File: config.mk
export PLATFORM = sky130hd
export DESIGN_NAME = fmo_config_regs
export DESIGN_NICKNAME = d
export VERILOG_FILES = /design/src/core/fmo_pkg.sv /design/src/core/fmo_config_regs.sv
export SDC_FILE = /design/constraint.sdc
export NUM_CORES = 1
export LEC_CHECK = 0
export ABC_AREA = 1
export BUFFER_PORTS_ARGS = -buffer_cell sky130_fd_sc_hd__buf_2
export CAP_MARGIN = 20
export CORE_MARGIN = 2
export CORE_UTILIZATION = 55
export CTS_BUF_LIST = sky130_fd_sc_hd__clkbuf_8
export DETAILED_ROUTE_END_ITERATION = 7
export PLACE_DENSITY = 0.78
export SLEW_MARGIN = 30
export SYNTH_ARGS = -nofsm -noshare
export SYNTH_HDL_FRONTEND = slang
export SYNTH_SLANG_ARGS = --single-unit
File: constraint.sdc
create_clock -name mclk_in -period 4 [get_ports mclk_in]
set_input_delay 0.8 -clock mclk_in [delete_from_list [all_inputs] [get_ports mclk_in]]
set_output_delay 0.8 -clock mclk_in [all_outputs]
set_load 0.05 [all_outputs]
File: src/core/fmo_pkg.sv
// Constants for the fan and over-temperature output configuration block
package fmo_pkg;
  // ****************************************
  // Register offsets
  // ****************************************
  localparam logic [7:0] FMO_FAN_DIV_ADDR = 8'h05;
  localparam logic [7:0] FMO_OT_CFG_ADDR = 8'h06;

  // ****************************************
  // Fan divisor / pin select fields
  // ****************************************
  localparam int FMO_FAN_INPUT_ONE_MODE_BIT = 0;
  localparam int FMO_FAN_INPUT_TWO_MODE_BIT = 1;
  localparam int FMO_FAN_POL_BIT = 2;
  localparam int FMO_FAN_INPUT_ONE_DIV_LSB = 2;
  localparam int FMO_FAN_INPUT_TWO_DIV_LSB = 4;
  localparam int FMO_OT_EN_BIT = 6;
  localparam int FMO_RST_EN_BIT = 7;
  localparam logic [3:0] FMO_FAN_DIV_RST_HI = 4'h5;

  // ****************************************
  // Over-temperature configuration fields
  // ****************************************
  localparam int FMO_OT_STAT_BIT = 0;
  localparam int FMO_OT_POL_BIT = 1;
  localparam int FMO_OT_ONCE_BIT = 2;
  localparam int FMO_RES_BIT = 3;
  localparam int FMO_TFRAC_LSB = 4;
  localparam logic [7:0] FMO_OT_CFG_RST = 8'h01;
  localparam logic [7:0] FMO_OT_WR_MASK = 8'hFE;

  // ****************************************
  // Timing
  // ****************************************
  localparam longint FMO_CLK_HZ = 20000000;
  localparam longint FMO_CONV8_MS = 100;
  localparam longint FMO_CONV11_MS = 2000;
  localparam longint FMO_CONV8_CYC = FMO_CONV8_MS * FMO_CLK_HZ / 1000;
  localparam longint FMO_CONV11_CYC = FMO_CONV11_MS * FMO_CLK_HZ / 1000;
  // Base fan counting tick, before the prescaler
  localparam logic [15:0] FMO_FAN_TICK_CYC = 16'h0379;

  // ****************************************
  // Shared pin function
  // ****************************************
  typedef enum logic [1:0] {
    FMO_PIN_OFF = 2'b00,
    FMO_PIN_OT = 2'b01,
    FMO_PIN_RST = 2'b10
  } fmo_pin_e;
endpackage

File: src/core/fmo_config_regs.sv
// Fan divisor, shared pin select and over-temperature configuration registers
// Notes on behaviour
// - Bits 0 and 1 pick level alarm (one) or pulse counting (zero) per fan.
// - Bits 3:2 divide fan one counting by 1, 2, 4 or 8.
// - Bits 5:4 divide fan two counting by 1, 2, 4 or 8.
// - Bit 2 in level mode: one alarms on low input, zero on high.
// - Bit 6 set with bit 7 clear makes the shared pin the over-temperature output.
// - Bit 7 set makes the shared pin a reset output.
// - Bits 6 and 7 both clear leave the shared pin undriven.
// - Fan register powers up with 0101 above the four voltage id levels.
// - Over-temperature bit 0 is read-only, mirrors the pin in over-temperature mode.
// - Bit 1 picks over-temperature polarity; pin always open-drain.
// - Bit 2 picks one-time interrupt mode (one) or comparator mode (zero).
// - Bit 3 picks 8-bit (about 100 ms) or 11-bit (about 2 s) conversions.
// - In 11-bit mode bits 7:4 hold the four low temperature bits.
// - In 8-bit mode bit 7 holds the 0.5 degree bit; bits 6:4 undefined.
// - Over-temperature register powers up as 0000 0001.
// - Fan reading counts prescaled clock ticks over one fan revolution.
`timescale 1ns/1ps
module fmo_config_regs
  import fmo_pkg::*;
#(
  parameter longint CONV8_CYCLES = FMO_CONV8_CYC,
  parameter longint CONV11_CYCLES = FMO_CONV11_CYC
) (
  input wire logic mclk_in,
  input wire logic rst_in,
  input wire logic [7:0] reg_addr_in,
  input wire logic [7:0] reg_wdata_in,
  input wire logic reg_wr_in,
  input wire logic reg_rd_in,
  output logic [7:0] reg_rdata_out,
  input wire logic [3:0] voltage_id_inputs_in,
  input wire logic fan_input_one_in,
  input wire logic fan_input_two_in,
  output logic [1:0] fan_alarm_out,
  output logic [7:0] fan_reading_one_out,
  output logic [7:0] fan_reading_two_out,
  input wire logic overtemp_hot_in,
  input wire logic overtemp_ack_in,
  input wire logic reset_req_in,
  input wire logic shared_pin_in,
  output logic shared_pin_out,
  output logic shared_pin_oe_out,
  input wire logic [3:0] temp_frac_in,
  input wire logic temp_load_in,
  output logic conv_done_out,
  output logic high_res_out
);

  // ****************************************
  // Register access
  // ****************************************
  logic [7:0] fan_div_q, fan_div_d;
  logic [7:0] ot_cfg_q, ot_cfg_d;
  logic vid_load_q, vid_load_d;
  logic [7:0] rdata_q, rdata_d;
  logic ot_active_q, ot_active_d;
  logic hot_prev_q, hot_prev_d;
  logic pin_oe_q, pin_oe_d;
  fmo_pin_e pin_mode;

  function automatic fmo_pin_e pin_func(input logic [7:0] cfg);
    if (cfg[FMO_RST_EN_BIT]) begin
      pin_func = FMO_PIN_RST;
    end else if (cfg[FMO_OT_EN_BIT]) begin
      pin_func = FMO_PIN_OT;
    end else begin
      pin_func = FMO_PIN_OFF;
    end
  endfunction

  assign pin_mode = pin_func(fan_div_q);

  always_comb begin
    fan_div_d = fan_div_q;
    ot_cfg_d = ot_cfg_q;
    vid_load_d = 1'b0;
    rdata_d = rdata_q;
    // Straps are caught on the first edge after release, not under reset
    if (vid_load_q) begin
      fan_div_d = {FMO_FAN_DIV_RST_HI, voltage_id_inputs_in};
    end
    if (temp_load_in) begin
      if (ot_cfg_q[FMO_RES_BIT]) begin
        ot_cfg_d[7:4] = temp_frac_in;
      end else begin
        // Undefined low bits are simply cleared
        ot_cfg_d[7:4] = {temp_frac_in[3], 3'b000};
      end
    end
    // Host write comes after the load, so it wins on bits 7:4
    if (reg_wr_in) begin
      if (reg_addr_in == FMO_FAN_DIV_ADDR) begin
        fan_div_d = reg_wdata_in;
      end else if (reg_addr_in == FMO_OT_CFG_ADDR) begin
        ot_cfg_d = (reg_wdata_in & FMO_OT_WR_MASK) | (ot_cfg_d & ~FMO_OT_WR_MASK);
      end
    end
    // Status bit tracks the pin level while in over-temperature mode
    if (pin_mode == FMO_PIN_OT) begin
      ot_cfg_d[FMO_OT_STAT_BIT] = shared_pin_in;
    end
    if (reg_rd_in) begin
      if (reg_addr_in == FMO_FAN_DIV_ADDR) begin
        rdata_d = fan_div_q;
      end else if (reg_addr_in == FMO_OT_CFG_ADDR) begin
        rdata_d = ot_cfg_q;
      end else begin
        // Unmapped addresses read as zero
        rdata_d = 8'h00;
      end
    end
  end

  always_ff @(posedge mclk_in or posedge rst_in) begin
    if (rst_in) begin
      fan_div_q <= {FMO_FAN_DIV_RST_HI, 4'h0};
      ot_cfg_q <= FMO_OT_CFG_RST;
      vid_load_q <= 1'b1;
      rdata_q <= 8'h00;
    end else begin
      fan_div_q <= fan_div_d;
      ot_cfg_q <= ot_cfg_d;
      vid_load_q <= vid_load_d;
      rdata_q <= rdata_d;
    end
  end

  assign reg_rdata_out = rdata_q;

  // ****************************************
  // Shared reset / over-temperature pin
  // ****************************************
  always_comb begin
    ot_active_d = ot_active_q;
    // Edge detect starts low; reset selects comparator mode, so no false edge
    hot_prev_d = overtemp_hot_in;
    // An event held over from comparator mode stays latched until acknowledged
    if (ot_cfg_q[FMO_OT_ONCE_BIT]) begin
      // One-time: latch on the rising edge, held until acknowledged
      if (overtemp_hot_in && !hot_prev_q) begin
        ot_active_d = 1'b1;
      end else if (overtemp_ack_in) begin
        ot_active_d = 1'b0;
      end
    end else begin
      ot_active_d = overtemp_hot_in;
    end
    // Open-drain: only ever pulls low, never drives high
    case (pin_mode)
      FMO_PIN_RST: pin_oe_d = reset_req_in;
      FMO_PIN_OT: pin_oe_d = ot_active_d ^ ot_cfg_q[FMO_OT_POL_BIT];
      default: pin_oe_d = 1'b0;
    endcase
  end

  always_ff @(posedge mclk_in or posedge rst_in) begin
    if (rst_in) begin
      ot_active_q <= 1'b0;
      hot_prev_q <= 1'b0;
      pin_oe_q <= 1'b0;
    end else begin
      ot_active_q <= ot_active_d;
      hot_prev_q <= hot_prev_d;
      pin_oe_q <= pin_oe_d;
    end
  end

  // High level comes from the board pull-up only
  assign shared_pin_out = 1'b0;
  assign shared_pin_oe_out = pin_oe_q;

  // ****************************************
  // Conversion timing
  // ****************************************
  // Wide enough for the slow conversion period at the full clock rate
  logic [31:0] conv_cnt_q, conv_cnt_d;
  logic conv_done_q, conv_done_d;
  logic high_res_q;

  always_comb begin
    conv_cnt_d = conv_cnt_q + 32'h0000_0001;
    conv_done_d = 1'b0;
    // A mode change restarts the current conversion
    if (high_res_q != ot_cfg_q[FMO_RES_BIT]) begin
      conv_cnt_d = 32'h0000_0000;
    end else if ((!high_res_q && conv_cnt_q >= 32'(CONV8_CYCLES - 1)) ||
                 (high_res_q && conv_cnt_q >= 32'(CONV11_CYCLES - 1))) begin
      conv_cnt_d = 32'h0000_0000;
      conv_done_d = 1'b1;
    end
  end

  always_ff @(posedge mclk_in or posedge rst_in) begin
    if (rst_in) begin
      conv_cnt_q <= 32'h0000_0000;
      conv_done_q <= 1'b0;
      high_res_q <= 1'b0;
    end else begin
      conv_cnt_q <= conv_cnt_d;
      conv_done_q <= conv_done_d;
      high_res_q <= ot_cfg_q[FMO_RES_BIT];
    end
  end

  assign conv_done_out = conv_done_q;
  assign high_res_out = high_res_q;

  // ****************************************
  // Fan inputs: level alarm or pulse counting
  // ****************************************
  logic [1:0] fan_in;
  logic [1:0] fan_mode;
  logic [1:0][1:0] fan_div;
  logic [1:0][7:0] fan_reading;
  logic [15:0] tick_cnt_q, tick_cnt_d;
  logic tick;

  assign fan_in = {fan_input_two_in, fan_input_one_in};
  assign fan_mode = {fan_div_q[FMO_FAN_INPUT_TWO_MODE_BIT], fan_div_q[FMO_FAN_INPUT_ONE_MODE_BIT]};
  assign fan_div[0] = fan_div_q[FMO_FAN_INPUT_ONE_DIV_LSB +: 2];
  assign fan_div[1] = fan_div_q[FMO_FAN_INPUT_TWO_DIV_LSB +: 2];
  assign tick = (tick_cnt_q == FMO_FAN_TICK_CYC - 16'h0001);

  always_comb begin
    tick_cnt_d = tick_cnt_q + 16'h0001;
    if (tick) begin
      tick_cnt_d = 16'h0000;
    end
  end

  always_ff @(posedge mclk_in or posedge rst_in) begin
    if (rst_in) begin
      tick_cnt_q <= 16'h0000;
    end else begin
      tick_cnt_q <= tick_cnt_d;
    end
  end

  for (genvar g = 0; g < 2; g++) begin : g_fan
    logic [2:0] pre_q, pre_d;
    logic [7:0] cnt_q, cnt_d;
    logic [7:0] rd_q, rd_d;
    logic prev_q;
    logic alarm_q, alarm_d;
    logic [2:0] pre_top;

    // Divide by 1, 2, 4 or 8
    assign pre_top = 3'((4'h1 << fan_div[g]) - 4'h1);

    always_comb begin
      pre_d = pre_q;
      cnt_d = cnt_q;
      rd_d = rd_q;
      // Level mode: bit 2 set means the alarm is raised on a low input
      alarm_d = fan_mode[g] & (fan_in[g] ^ fan_div_q[FMO_FAN_POL_BIT]);
      if (fan_mode[g]) begin
        pre_d = 3'h0;
        cnt_d = 8'h00;
      end else if (fan_in[g] && !prev_q) begin
        rd_d = cnt_q;
        cnt_d = 8'h00;
        pre_d = 3'h0;
      end else if (tick) begin
        if (pre_q >= pre_top) begin
          pre_d = 3'h0;
          // Saturates so a fan slower than the count range reads as all ones at its next edge; a stopped fan keeps its last reading
          if (cnt_q != 8'hFF) begin
            cnt_d = cnt_q + 8'h01;
          end
        end else begin
          pre_d = pre_q + 3'h1;
        end
      end
    end

    always_ff @(posedge mclk_in or posedge rst_in) begin
      if (rst_in) begin
        pre_q <= 3'h0;
        cnt_q <= 8'h00;
        rd_q <= 8'h00;
        prev_q <= 1'b0;
        alarm_q <= 1'b0;
      end else begin
        pre_q <= pre_d;
        cnt_q <= cnt_d;
        rd_q <= rd_d;
        prev_q <= fan_in[g];
        alarm_q <= alarm_d;
      end
    end

    assign fan_alarm_out[g] = alarm_q;
    assign fan_reading[g] = rd_q;
  end

  assign fan_reading_one_out = fan_reading[0];
  assign fan_reading_two_out = fan_reading[1];

endmodule

==> out/qor.csv <==
stage,metric,value,unit
routing,first_pass_iters,5,
worst_setup_path,worstPathArrival,2.48,ns
run_status,outcome,finished clean,
logic_synthesis,synth_area_per_cell,8.10,sq um
timing,maxSlewViolCount,0,
cts,cts_setup_buffers,0,
layout,nFillCells,909,
timing,fin_skew,0.00701,ns
logic_synthesis,synth_top_area_share,46.9,%
place,pre_cts_slack,1.80,ns
global_route,antenna_found_initial,0,
timing,fin_ws,1.87,ns
logic_synthesis,synth_cell_types,41,
timing,setup_tns,0,ns
cts,clock-sinks,120,
worst_setup_path,crit_type,flip-flop to flip-flop,
cts,cts_resized,0,
layout,instances_no_fill,989,
worst_hold_path,holdCritPathClass,input port to async pin,
routing,drc,0,
timing,grt_setup_unrepaired,no,
routing,vias_per_cell,5.28,
cts,insertion_delay,0.43,ns
logic_synthesis,syn_area,0.00619,sq mm
worst_setup_path,crit_required,4.35,ns
layout,diodes,0,
pwr,power.density,389,mW/mm^2
worst_setup_path,worstSetupStartpointType,flip-flop,
logic_synthesis,synthAdderAreaFrac,2.63,%
logic_synthesis,synth-simple-area-share,28.2,%
routing,drt_iter0_drc,339,
timing,hold_ws,0.441,ns
routing,ant_nets,0,
timing,hold_violations,0,
logic_synthesis,synth-xor-area-share,3.40,%
global_route,grt_remaining_overflow,0,
timing,min_period_over_period,53.2,%
floorplanning,die_x,110,um
pwr,vdd_ir_drop_max,0.000343,V
run,cap_violations,0,
routing,post_drt_wl_per_cell,13.2,um
timing,slew_headroom,61.6,%
floorplanning,die_area,0.0121,sq mm
logic_synthesis,yosysTopAreaCell,dfrtp_1,
floorplanning,initial_core_util,56.8,%
layout,drive_above_1_share,14.5,%
logic_synthesis,synth-seq-area-share,48.6,%
layout,fin_nets,884,
routing,dr_total_vias,5219,
global_route,grt_usage,23.9,%
logic_synthesis,ys_warn_count,0,
cts,root_buffer,clkbuf_8,
cts,cts.clk_slew.worst_paths,0.07,ns
logic_synthesis,synthCells,764,
logic_synthesis,synth_top_family_by_area,simple AND/OR/NAND/NOR gates,
pwr,p_leak,0.00335,uW
floorplanning,fp.dieH,110,um
logic_synthesis,synth_mux_area_share,0.344,%
place,dp_hpwl,9700,um
cts,cts_buffers,17,
worst_setup_path,end_kind,flip-flop,
floorplanning,num_rows,38,
worst_setup_path,worst-path-max-fanout,15,
timing,setup_viol_count_final,0,
logic_synthesis,synth_compound_area_share,8.45,%
place,place_inst,957,
place,port_buffers,63,
cts,cts_tree,yes,
cts,postCtsHoldBufs,0,
layout,syn_to_final_growth,14.0,%
global_route,grt_max_degree,77,
layout,fin_area,0.00705,sq mm
cts,h-tree-depth,4,
timing,worst_slew_pin_slew,0.576,ns
logic_synthesis,ys_seq_elements,120,
cts,cts_buffer_depth,2,
floorplanning,core,0.0109,sq mm
global_route,grt_pass1_wl,22600,um
global_route,first_global_vias,5144,
place,placed_area,0.00659,sq mm
routing,totalWireLength,13100,um
timing,fmax,0.470,GHz
floorplanning,ioPinCount,65,
place,gp_congestion,0.948,
logic_synthesis,netlist_top_cells_area,"dfrtp_1, nand2_1, nor2_1",
timing,fin_crit,2.13,ns
[layer usage]
metal,vias to the layer above,GRT usage (%),wire (um)
li1,2607,-,-
met1,2414,28.6,5700
met2,163,39.9,6400
met3,35,6.64,619
met4,0,11.7,366
met5,-,0,0
[registers in the layout, indices dropped and copies added, names as in the netlist, 2 cells and up]
register,count
fan_div_q,8
reg_rdata_out,8
fan_reading_two_out,8
g_fan.cnt_q,16
tick_cnt_q,16
conv_cnt_q,32
g_fan.pre_q,6
g_fan.alarm_q,2
fan_reading_one_out,8
ot_cfg_q,8
g_fan.prev_q,2
[placed cells by master, fill, tap and decap left out, drive strengths merged, types with 2 or more instances in the layout]
| cell | synthesis | routed |
|---|---|---|
| xor2 | 17 | 17 |
| ha | 13 | 13 |
| bufinv | 0 | 5 |
| nor2 | 120 | 120 |
| nand4 | 21 | 21 |
| nor4 | 3 | 3 |
| inv | 99 | 100 |
| nand2 | 158 | 158 |
| buf | 11 | 64 |
| nor3 | 23 | 23 |
| nand3 | 55 | 55 |
| a31oi | 3 | 3 |
| or2 | 2 | 2 |
| clkinvlp | 0 | 2 |
| nor3b | 6 | 6 |
| a21oi | 18 | 18 |
| clkinv | 1 | 6 |
| o211ai | 9 | 9 |
| clkbuf | 7 | 19 |
| o21ai | 62 | 62 |
| dfstp | 4 | 4 |
| o22ai | 3 | 3 |
| dfrtp | 116 | 116 |
| conb | 1 | 8 |
| xnor2 | 7 | 7 |
[report_power, final]
group	total, uW	switching, uW	internal (uW)
combinational	215	159	56.3
sequential	1270	26.0	1250
clock	1250	479	771
[worst max-delay path, stage by stage (launching register included)]
cell and delay (ns):
dfrtp_1 0.41, inv_1 0.07, ha_1 0.18, nand2_1 0.06, nor2_1 0.09, nand2_1 0.09
nor3_4 0.38, nand3_1 0.18, nand2_1 0.36, nand3_1 0.13, o21ai_0 0.10
[synthesized netlist by cell type, drive strengths merged]
library cell,n
nand4,21
nor2,120
and3,1
nand3,55
nor4,3
mux2i,1
a21oi,18
or2,2
ha,13
a31oi,3
o211ai,9
clkinv,1
dfstp,4
nand3b,1
xor2,17
inv,99
clkbuf,7
buf,11
a32o,1
conb,1
xnor2,7
nor3b,6
o22ai,3
dfrtp,116
nor3,23
nand2,158
o21ai,62
mux2,1
[area by class of cell]
cell class	instances	area [sq um]	area share, %
repair buffers	64	335	4.76
flip-flops and latches	120	3010	42.7
clock buffers	19	262	3.71
multi-input cells	533	2690	38.2
clock inverters	13	201	2.86
well taps	140	175	2.48
inverters	100	379	5.38
[worst paths after layout]
check,from,to,slack (ns),cells past startpoint
max,tick_cnt_q[0],g_fan[1].cnt_q[2],1.87,10
min in group mclk_in,conv_cnt_q[0],conv_cnt_q[0],0.47,1
max reg2reg,tick_cnt_q[0],g_fan[1].cnt_q[2],1.87,10
min,rst_in,fan_reading_two_out[7],0.44,2
min reg2reg,conv_cnt_q[0],conv_cnt_q[0],0.47,1
max in group asynchronous,rst_in,ot_cfg_q[0],2.73,3
[through the flow]
stage | power (uW) | utilization (%)
5_1_grt | 2860 | 64.8
4_1_cts | 2770 | 64.8
3_3_place_gp | 1510 | 60.5
6_report | 2740 | 64.8
2_1_floorplan | 1460 | -
3_5_place_dp | 1510 | 60.5
[cells by family after synthesis]
| family | after synthesis |
|---|---|
| DFF | 120 |
| buffers and inverters | 118 |
| muxes | 2 |
| adders and majority gates | 13 |
| AOI/OAI and AO/OA | 96 |
| and+or+nand+nor | 390 |
| other | 1 |
| xor gates and xnor gates | 24 |
No activity file was read; power rests on OpenSTA's default activity.
